==> src/hdl/ies_consts.svh <==
// Offsets, field positions, reset values and encodings of the execution subset
//
// Notes on behaviour
// - Accumulator clear: accumulator zero, null flag set
// - Subroutine jump pushes PC plus one on the edge that loads the target
// - Jump target: literal low, latch bits high
// - Subroutine jump: two cycles, flags untouched
// - Absolute branch: same target, no push, two cycles
// - Watchdog service zeroes counter and prescaler
// - Watchdog service sets expiry and sleep flags
// - Invert register, destination bit picks target
// - Decrement register, destination bit picks target
// - Increment register, only null flag changes
`ifndef IES_CONSTS_SVH
`define IES_CONSTS_SVH

// Register byte offsets
`define IES_OFF_INSTR 8'h00
`define IES_OFF_ACC 8'h04
`define IES_OFF_STATUS 8'h08
`define IES_OFF_PC 8'h0c
`define IES_OFF_ULATCH 8'h10
`define IES_OFF_FSEL 8'h14
`define IES_OFF_FDATA 8'h18
`define IES_OFF_WDOG 8'h1c
`define IES_OFF_STACK 8'h20

// Status register bit positions
`define IES_ST_ZERO 0
`define IES_ST_EXPIRY 1
`define IES_ST_SLEEP 2
`define IES_ST_BUSY 3

// Field positions inside the watchdog and stack read words
`define IES_HI_LSB 16

// Upper address latch bits that feed program counter bits 12:11
`define IES_ULA_HI 4
`define IES_ULA_LO 3

// Reset values
`define IES_RST_ACC 8'h00
`define IES_RST_PC 13'h0000
`define IES_RST_ULA 8'h00
`define IES_RST_ZERO 1'b0
`define IES_RST_EXPIRY 1'b1
`define IES_RST_SLEEP 1'b1

// Operation codes in bits 3:0 of the instruction word
`define IES_OPC_NOP 4'h0
`define IES_OPC_ACC_CLR 4'h1
`define IES_OPC_CALL 4'h2
`define IES_OPC_BRANCH 4'h3
`define IES_OPC_WDOG 4'h4
`define IES_OPC_INVERT 4'h5
`define IES_OPC_MINUS 4'h6
`define IES_OPC_PLUS 4'h7

// Execution state codes
`define IES_SC_IDLE 3'b001
`define IES_SC_EXEC 3'b010
`define IES_SC_SECOND 3'b100

`endif

==> src/hdl/ies_pkg.sv <==
// Types shared by the execution subset block
`include "ies_consts.svh"

package ies_pkg;

    typedef enum logic [3:0] {
        OP_NOP = `IES_OPC_NOP,
        OP_ACC_CLEAR = `IES_OPC_ACC_CLR,
        OP_CALL = `IES_OPC_CALL,
        OP_BRANCH = `IES_OPC_BRANCH,
        OP_WDOG = `IES_OPC_WDOG,
        OP_INVERT = `IES_OPC_INVERT,
        OP_MINUS = `IES_OPC_MINUS,
        OP_PLUS = `IES_OPC_PLUS
    } ies_op_type;

    typedef enum logic [2:0] {
        ST_IDLE = `IES_SC_IDLE,
        ST_EXEC = `IES_SC_EXEC,
        ST_SECOND = `IES_SC_SECOND
    } ies_state_type;

    // Instruction word as written to the issue register
    typedef struct packed {
        logic [4:0] pad_hi;
        logic [10:0] lit;
        logic [3:0] pad_mid;
        logic [6:0] faddr;
        logic dest;
        ies_op_type op;
    } ies_instr_type;

    // Captured AHB address phase
    typedef struct packed {
        logic valid;
        logic write;
        logic [7:0] addr;
    } ies_dphase_type;

endpackage : ies_pkg

==> src/hdl/ies_ret_stack.sv <==
// Circular return-address stack with a registered head
`timescale 1ns/1ps
`default_nettype none

module ies_ret_stack #(
    parameter int WIDTH = 13,
    parameter int DEPTH = 8,
    parameter int LVL_W = $clog2(DEPTH + 1)
) (
    input wire logic clk,
    input wire logic rst_n,
    input wire logic ce,
    input wire logic push,
    input wire logic [WIDTH-1:0] push_data,
    output logic [WIDTH-1:0] head,
    output logic [LVL_W-1:0] level
);

    localparam int PTR_W = (DEPTH > 1) ? $clog2(DEPTH) : 1;

    logic [WIDTH-1:0] mem [DEPTH];
    logic [PTR_W-1:0] wr_ptr_r;

    // Overflow wraps and overwrites the oldest entry, as a hardware stack does
    always_ff @(posedge clk) begin
        if (ce && push) begin
            mem[wr_ptr_r] <= push_data;
        end
    end

    always_ff @(posedge clk or negedge rst_n) begin
        if (!rst_n) begin
            wr_ptr_r <= '0;
            head <= '0;
            level <= '0;
        end else if (ce && push) begin
            wr_ptr_r <= (wr_ptr_r == PTR_W'(DEPTH - 1)) ? '0 : wr_ptr_r + 1'b1;
            head <= push_data;
            if (level != LVL_W'(DEPTH)) begin
                level <= level + 1'b1;
            end
        end
    end
endmodule : ies_ret_stack

`default_nettype wire

==> src/hdl/ies_core.sv <==
// Execution logic for a small instruction subset behind an AHB-Lite slave
`timescale 1ns/1ps
`default_nettype none

module ies_core
    import ies_pkg::*;
#(
    parameter int FILE_DEPTH = 128,
    parameter int STACK_DEPTH = 8,
    parameter int PRESC_W = 8,
    parameter int WDOG_W = 8
) (
    input wire logic hclk,
    input wire logic hresetn,
    input wire logic ce,
    input wire logic hsel,
    input wire logic [31:0] haddr,
    input wire logic [1:0] htrans,
    input wire logic hwrite,
    input wire logic [2:0] hsize,
    input wire logic [31:0] hwdata,
    input wire logic hready,
    output logic hreadyout,
    output logic hresp,
    output logic [31:0] hrdata
);

    localparam int LVL_W = $clog2(STACK_DEPTH + 1);

    ////////////////////////////////////////////////////////////////////////////
    // Declarations

    ies_state_type state_r;
    ies_state_type state_nxt;
    ies_instr_type instr_r;
    ies_dphase_type dp_r;
    logic done_r;
    logic [31:0] hrdata_r;
    logic [7:0] acc_r;
    logic zero_r;
    logic expiry_r;
    logic sleep_r;
    logic [12:0] pc_r;
    logic [7:0] ula_r;
    logic [6:0] fsel_r;
    logic [7:0] file_mem [FILE_DEPTH];
    logic [PRESC_W-1:0] presc_r;
    logic [WDOG_W-1:0] wdog_r;
    logic [12:0] stack_head;
    logic [LVL_W-1:0] stack_level;
    logic [12:0] pc_plus1;
    logic [12:0] jump_target;
    logic [7:0] fval;
    logic [7:0] result_c;
    logic [31:0] rd_mux;
    logic addr_ok;
    logic busy;
    logic bus_act;
    logic wr_act;
    logic exec;
    logic is_jump;
    logic file_op;
    logic wdog_wrap;

    ////////////////////////////////////////////////////////////////////////////
    // AHB-Lite slave

    assign addr_ok = hsel && htrans[1] && hready;
    assign busy = (state_r != ST_IDLE);
    // An access is carried out only between instructions, so it never races execution
    assign bus_act = dp_r.valid && !done_r && !busy;
    assign wr_act = bus_act && dp_r.write;
    // Every transfer takes at least one wait state, more while an instruction executes; low clock enable stalls the bus too
    assign hreadyout = ce && (!dp_r.valid || done_r);
    assign hresp = 1'b0;
    assign hrdata = hrdata_r;

    always_ff @(posedge hclk or negedge hresetn) begin
        if (!hresetn) begin
            dp_r <= '0;
            done_r <= 1'b0;
        end else if (ce) begin
            if (addr_ok) begin
                dp_r.valid <= 1'b1;
                dp_r.write <= hwrite;
                dp_r.addr <= haddr[7:0];
                done_r <= 1'b0;
            end else if (hready) begin
                dp_r.valid <= 1'b0;
                done_r <= 1'b0;
            end else if (bus_act) begin
                done_r <= 1'b1;
            end
        end
    end

    always_comb begin
        rd_mux = 32'h0000_0000;
        case (dp_r.addr)
            `IES_OFF_INSTR: rd_mux = instr_r;
            `IES_OFF_ACC: rd_mux = {24'h00_0000, acc_r};
            `IES_OFF_STATUS: begin
                rd_mux[`IES_ST_ZERO] = zero_r;
                rd_mux[`IES_ST_EXPIRY] = expiry_r;
                rd_mux[`IES_ST_SLEEP] = sleep_r;
                rd_mux[`IES_ST_BUSY] = busy;
            end
            `IES_OFF_PC: rd_mux = {19'h0_0000, pc_r};
            `IES_OFF_ULATCH: rd_mux = {24'h00_0000, ula_r};
            `IES_OFF_FSEL: rd_mux = {25'h000_0000, fsel_r};
            `IES_OFF_FDATA: rd_mux = {24'h00_0000, file_mem[fsel_r]};
            `IES_OFF_WDOG: rd_mux = 32'(presc_r) | (32'(wdog_r) << `IES_HI_LSB);
            `IES_OFF_STACK: rd_mux = 32'(stack_head) | (32'(stack_level) << `IES_HI_LSB);
            default: rd_mux = 32'h0000_0000;
        endcase
    end

    always_ff @(posedge hclk or negedge hresetn) begin
        if (!hresetn) begin
            hrdata_r <= 32'h0000_0000;
        end else if (ce && bus_act && !dp_r.write) begin
            hrdata_r <= rd_mux;
        end
    end

    ////////////////////////////////////////////////////////////////////////////
    // Issue and sequencing

    assign exec = (state_r == ST_EXEC);
    assign is_jump = (instr_r.op == OP_CALL) || (instr_r.op == OP_BRANCH);
    assign file_op = (instr_r.op == OP_INVERT) || (instr_r.op == OP_MINUS) ||
                     (instr_r.op == OP_PLUS);

    always_comb begin
        case (state_r)
            ST_IDLE: state_nxt = ST_IDLE;
            ST_EXEC: state_nxt = is_jump ? ST_SECOND : ST_IDLE;
            ST_SECOND: state_nxt = ST_IDLE;
            default: state_nxt = ST_IDLE;
        endcase
    end

    always_ff @(posedge hclk or negedge hresetn) begin
        if (!hresetn) begin
            state_r <= ST_IDLE;
            instr_r <= '0;
        end else if (ce) begin
            if (wr_act && dp_r.addr == `IES_OFF_INSTR) begin
                instr_r <= ies_instr_type'(hwdata);
                state_r <= ST_EXEC;
            end else begin
                state_r <= state_nxt;
            end
        end
    end

    ////////////////////////////////////////////////////////////////////////////
    // Datapath

    assign pc_plus1 = pc_r + 13'h0001;
    assign jump_target = {ula_r[`IES_ULA_HI:`IES_ULA_LO], instr_r.lit};
    assign fval = file_mem[instr_r.faddr];

    always_comb begin
        case (instr_r.op)
            OP_INVERT: result_c = ~fval;
            OP_MINUS: result_c = fval - 8'h01;
            OP_PLUS: result_c = fval + 8'h01;
            default: result_c = fval;
        endcase
    end

    always_ff @(posedge hclk or negedge hresetn) begin
        if (!hresetn) begin
            acc_r <= `IES_RST_ACC;
        end else if (ce) begin
            if (exec && instr_r.op == OP_ACC_CLEAR) begin
                acc_r <= 8'h00;
            end else if (exec && file_op && !instr_r.dest) begin
                acc_r <= result_c;
            end else if (wr_act && dp_r.addr == `IES_OFF_ACC) begin
                acc_r <= hwdata[7:0];
            end
        end
    end

    // Register file has no reset; its contents are data, not control
    always_ff @(posedge hclk) begin
        if (ce) begin
            if (exec && file_op && instr_r.dest) begin
                file_mem[instr_r.faddr] <= result_c;
            end else if (wr_act && dp_r.addr == `IES_OFF_FDATA) begin
                file_mem[fsel_r] <= hwdata[7:0];
            end
        end
    end

    always_ff @(posedge hclk or negedge hresetn) begin
        if (!hresetn) begin
            fsel_r <= 7'h00;
            ula_r <= `IES_RST_ULA;
        end else if (ce && wr_act) begin
            if (dp_r.addr == `IES_OFF_FSEL) begin
                fsel_r <= hwdata[6:0];
            end
            if (dp_r.addr == `IES_OFF_ULATCH) begin
                ula_r <= hwdata[7:0];
            end
        end
    end

    always_ff @(posedge hclk or negedge hresetn) begin
        if (!hresetn) begin
            pc_r <= `IES_RST_PC;
        end else if (ce) begin
            if (exec && is_jump) begin
                pc_r <= jump_target;
            end else if (exec) begin
                pc_r <= pc_plus1;
            end else if (wr_act && dp_r.addr == `IES_OFF_PC) begin
                pc_r <= hwdata[12:0];
            end
        end
    end

    // Push captures the old PC plus one in the same edge that loads the target
    ies_ret_stack #(
        .WIDTH(13),
        .DEPTH(STACK_DEPTH),
        .LVL_W(LVL_W)
    ) u_stack (
        .clk(hclk),
        .rst_n(hresetn),
        .ce(ce),
        .push(exec && instr_r.op == OP_CALL),
        .push_data(pc_plus1),
        .head(stack_head),
        .level(stack_level)
    );

    ////////////////////////////////////////////////////////////////////////////
    // Status flags and watchdog

    // Jumps and watchdog service leave the null flag alone
    always_ff @(posedge hclk or negedge hresetn) begin
        if (!hresetn) begin
            zero_r <= `IES_RST_ZERO;
        end else if (ce) begin
            if (exec && instr_r.op == OP_ACC_CLEAR) begin
                zero_r <= 1'b1;
            end else if (exec && file_op) begin
                zero_r <= (result_c == 8'h00);
            end else if (wr_act && dp_r.addr == `IES_OFF_STATUS) begin
                zero_r <= hwdata[`IES_ST_ZERO];
            end
        end
    end

    assign wdog_wrap = (&presc_r) && (&wdog_r);

    always_ff @(posedge hclk or negedge hresetn) begin
        if (!hresetn) begin
            presc_r <= '0;
            wdog_r <= '0;
        end else if (ce) begin
            if (exec && instr_r.op == OP_WDOG) begin
                presc_r <= '0;
                wdog_r <= '0;
            end else begin
                presc_r <= presc_r + 1'b1;
                if (&presc_r) begin
                    wdog_r <= wdog_r + 1'b1;
                end
            end
        end
    end

    // A hardware expiry wins over a software write in the same cycle
    always_ff @(posedge hclk or negedge hresetn) begin
        if (!hresetn) begin
            expiry_r <= `IES_RST_EXPIRY;
            sleep_r <= `IES_RST_SLEEP;
        end else if (ce) begin
            if (exec && instr_r.op == OP_WDOG) begin
                expiry_r <= 1'b1;
                sleep_r <= 1'b1;
            end else begin
                if (wdog_wrap) begin
                    expiry_r <= 1'b0;
                end else if (wr_act && dp_r.addr == `IES_OFF_STATUS) begin
                    expiry_r <= hwdata[`IES_ST_EXPIRY];
                end
                if (wr_act && dp_r.addr == `IES_OFF_STATUS) begin
                    sleep_r <= hwdata[`IES_ST_SLEEP];
                end
            end
        end
    end
endmodule : ies_core

`default_nettype wire

==> config.mk <==
export PLATFORM = sky130hd
export DESIGN_NAME = ies_core
export DESIGN_NICKNAME = d
export VERILOG_FILES = /design/src/hdl/ies_pkg.sv /design/src/hdl/ies_ret_stack.sv /design/src/hdl/ies_core.sv
export VERILOG_INCLUDE_DIRS = /design/src /design/src/hdl
export SDC_FILE = /design/constraint.sdc
export NUM_CORES = 2
export LEC_CHECK = 0
export BUFFER_PORTS_ARGS = -buffer_cell sky130_fd_sc_hd__buf_4
export CORE_MARGIN = 2
export CORE_UTILIZATION = 37
export DETAILED_ROUTE_END_ITERATION = 12
export PLACE_DENSITY = 0.52
export SYNTH_ARGS = -nofsm -noshare
export SYNTH_HDL_FRONTEND = slang
export SYNTH_SLANG_ARGS = --single-unit
export TNS_END_PERCENT = 50
==> constraint.sdc <==
create_clock -name hclk -period 10.3 [get_ports hclk]
set_clock_uncertainty 0.1 [all_clocks]
set_input_delay 2.06 -clock hclk [delete_from_list [all_inputs] [get_ports hclk]]
set_output_delay 2.06 -clock hclk [all_outputs]
set_load 0.05 [all_outputs]
==> flow_metrics.tcl <==
set metrics [dict create \
    worst-path-buf-inv 2 \
    htree_levels 4 \
    rsz0062_at_grt "no" \
    setup_tns_ns 0 \
    critPathKind "reg -> reg" \
    clockBufferDepth 3 \
    rr_worst_depth 16 \
    start_util 0.3723 \
    grt_max_degree 134 \
    vias 32651 \
    mostFrequentLayoutCells "edfxtp_1 (1,024), mux4_2 (589), nor2_1 (220)" \
    cp_cell_sequence "buf_12 > mux4_2 > mux4_2 > mux4_2 > nor2_1 > a21oi_1 > fa_1 > a21o_1 > a21o_1 > xor2_1 > a21oi_1 > mux2i_1 > nor2_1 > nor3_1 > mux2_4 > buf_4" \
    cp.required_ns 10.71 \
    slew_viol_final 0 \
    holdPathStages 2 \
    synth_ff_type "edfxtp_1" \
    syn-num-nets 3175 \
    cap_viol_max_count 0 \
    grt_use_total 0.2318 \
    power.density_mw_per_mm2 202.6 \
    status "complete, no violations" \
    fillers 13206 \
    firstDrtPassIters 6 \
    netlist_instances 3088 \
    p_leak_nw 20.24 \
    seq_area_frac_synth 0.6196 \
    fmax_mhz 133.7 \
    finish.utilization 0.4208 \
    cts_num_sinks 1174 \
    fin_crit_sh 0.7260 \
    crit_cells 16 \
    dp_hpwl_mm 115.5 \
    first_global_vias 33380 \
    gp_congestion 0.8769 \
    io_pins 109 \
    rows 142 \
    crit_arrival_ns 7.89 \
    clockRootBuffer "clkbuf_16" \
    synth_cell_type_count 70 \
    critPathMaxFanout 86 \
    detail-route-antenna-nets 0 \
    cts_tree "built" \
    coreArea_mm2 0.1496 \
    drc 0 \
    cp_top_family "multiplexers" \
    async_flop_share 0.1278 \
    clock_latency_ns 0.78 \
    multiInputGateArea_mm2 0.02014 \
    layout-drive-gt1-share 0.3293 \
    cts_buffers 133 \
    syn_avg_cell_area_um2 18.04 \
    hold_class "reg -> reg" \
    via_per_inst 6.161 \
    slowest_stage "mux2_4" \
    end_kind "flip-flop" \
    yosysTopAreaCell "edfxtp_1" \
    setup_violations 0 \
    synth_edf_count 1024 \
    gr-total-overflow 0 \
    wl_met2_mm 83.16 \
    post_cts_buffers 0 \
    layout_commonest_cell "edfxtp_1" \
    wire_per_inst_um 33.29 \
    netlist_area_mm2 0.05570 \
    clk_pin_slew_ns 0.06 \
    critical_path.most_common_cell "mux4_2" \
    top_layer "met5" \
    holdBufCountCts 0 \
    synth_top_area_frac 0.5521 \
    die_w_um 392.0 \
    max_stage_delay_ns 0.94 \
    die_h_um 392.0 \
    peakVddDrop_mv 0.1793 \
    tightestPinTransition_ns 1.403 \
    grt_pass1_wl_mm 251.5 \
    wl_met1_mm 72.25 \
    synthTopCellsByArea "edfxtp_1 (55%), mux4_2 (24%), dfrtp_1 (6.6%)" \
    dieArea_mm2 0.1536 \
    cts_resized 0 \
    initialDrtViolationCount 3747 \
    area_growth_pct 13.02 \
    period_minus_slack_ns 7.478 \
    yosysWarnings 0 \
    finalNetCount 3270 \
    dr_wl_met3_mm 14.44 \
    antenna_found_initial 4 \
    port_buffers 79 \
    start_kind "flip-flop" \
    ff_latch_area_mm2 0.03453 \
    finalHoldViolations 0 \
    slew_headroom 0.06143 \
    wirelength_mm 176.4 \
    synth-seq-cells 1174 \
]
logic make-up (layout without fill, tap and decap cells):
kind of cell	count (synthesis)	after routing	share of synthesized area
xor+xnor	25	25	0.003931
compound gates	312	312	0.03837
mux	756	756	0.2701
flops	1174	1174	0.6196
fa+ha+maj	12	12	0.002831
other cells	1	2	0.00006733
buf+inv	242	437	0.02062
simple gates	566	566	0.04450
tightest hold or removal path, cell delays in order (launching register included):
cell and delay (ns):
dfrtp_1 0.34, nand2_1 0.05, nand2_1 0.05
area by class of cell:
type | instances | area share
inverter | 17 | 0.001034
clock inverter | 66 | 0.009243
tap | 2016 | 0.04007
multi-input combinational | 1672 | 0.3199
clock buffer | 169 | 0.05736
timing repair buffer | 185 | 0.02371
antenna | 1 | 0.00003975
sequential | 1174 | 0.5486
metrics by stage:
| stage | instances | hold slack [ns] | setup slack, ns | instance area, µm² | power, mW |
|---|---|---|---|---|---|
| after detailed placement | 5064 | 0.3707 | 2.923 | 58750 | 8.230 |
| after floorplan | 3088 | 0.3460 | 0.3267 | 55700 | 7.381 |
| after global routing | 5299 | 0.4075 | 2.542 | 62950 | 13.16 |
| final | 5300 | 0.3745 | 2.822 | 62950 | 12.75 |
| after CTS | 5299 | 0.3832 | 2.900 | 62950 | 12.84 |
| after global placement | 5064 | 0.3671 | 3.099 | 58750 | 8.135 |
power breakdown:
part           internal (mW)  leakage (nW)  switching, mW
combinational          0.599          7.17           1.54
clock                   2.68          2.05           1.95
sequential              5.89          11.0         0.0979
total                   9.17          20.2           3.58
layer usage:
metal  global-route usage  vias to the layer above
met4              0.08552                        2
li1                     -                    13102
met3              0.04131                      322
met2               0.3645                     1635
met1               0.3232                    17590
met5                    0                        -
cells in the mapped netlist (15+ instances only):
library cell,number
buf_2,26
dfrtp_1,147
clkbuf_1,127
a21oi_1,45
nand2b_1,17
a221oi_1,15
edfxtp_1,1024
o21ai_0,72
mux2_2,86
mux2i_1,81
nor2_1,224
and3_1,19
buf_1,38
nand3_1,54
a31oi_1,15
nand2_1,178
a22oi_1,56
mux4_2,589
buf_4,18
sequential cells by signal (all words and copies together) (netlist names), 8 cells and up:
register	cells
file_mem	1024
hrdata	32
instr_r	32
pc_r	13
u_stack.head	13
dp_r	10
acc_r	8
presc_r	8
ula_r	8
wdog_r	8
path summary, 6_finish.rpt:
kind / to / from / slack, ns
max in group asynchronous: hrdata[10] / hresetn / 7.51
setup reg to reg: file_mem[58][4] / instr_r[5] / 2.82
min in group asynchronous: dp_r[8] / hresetn / 1.24
setup / recovery: file_mem[58][4] / instr_r[5] / 2.82
hold reg to reg: hrdata[15] / hrdata[15] / 0.37
hold / removal: hrdata[15] / hrdata[15] / 0.37
(Power assumes the default switching activity.)
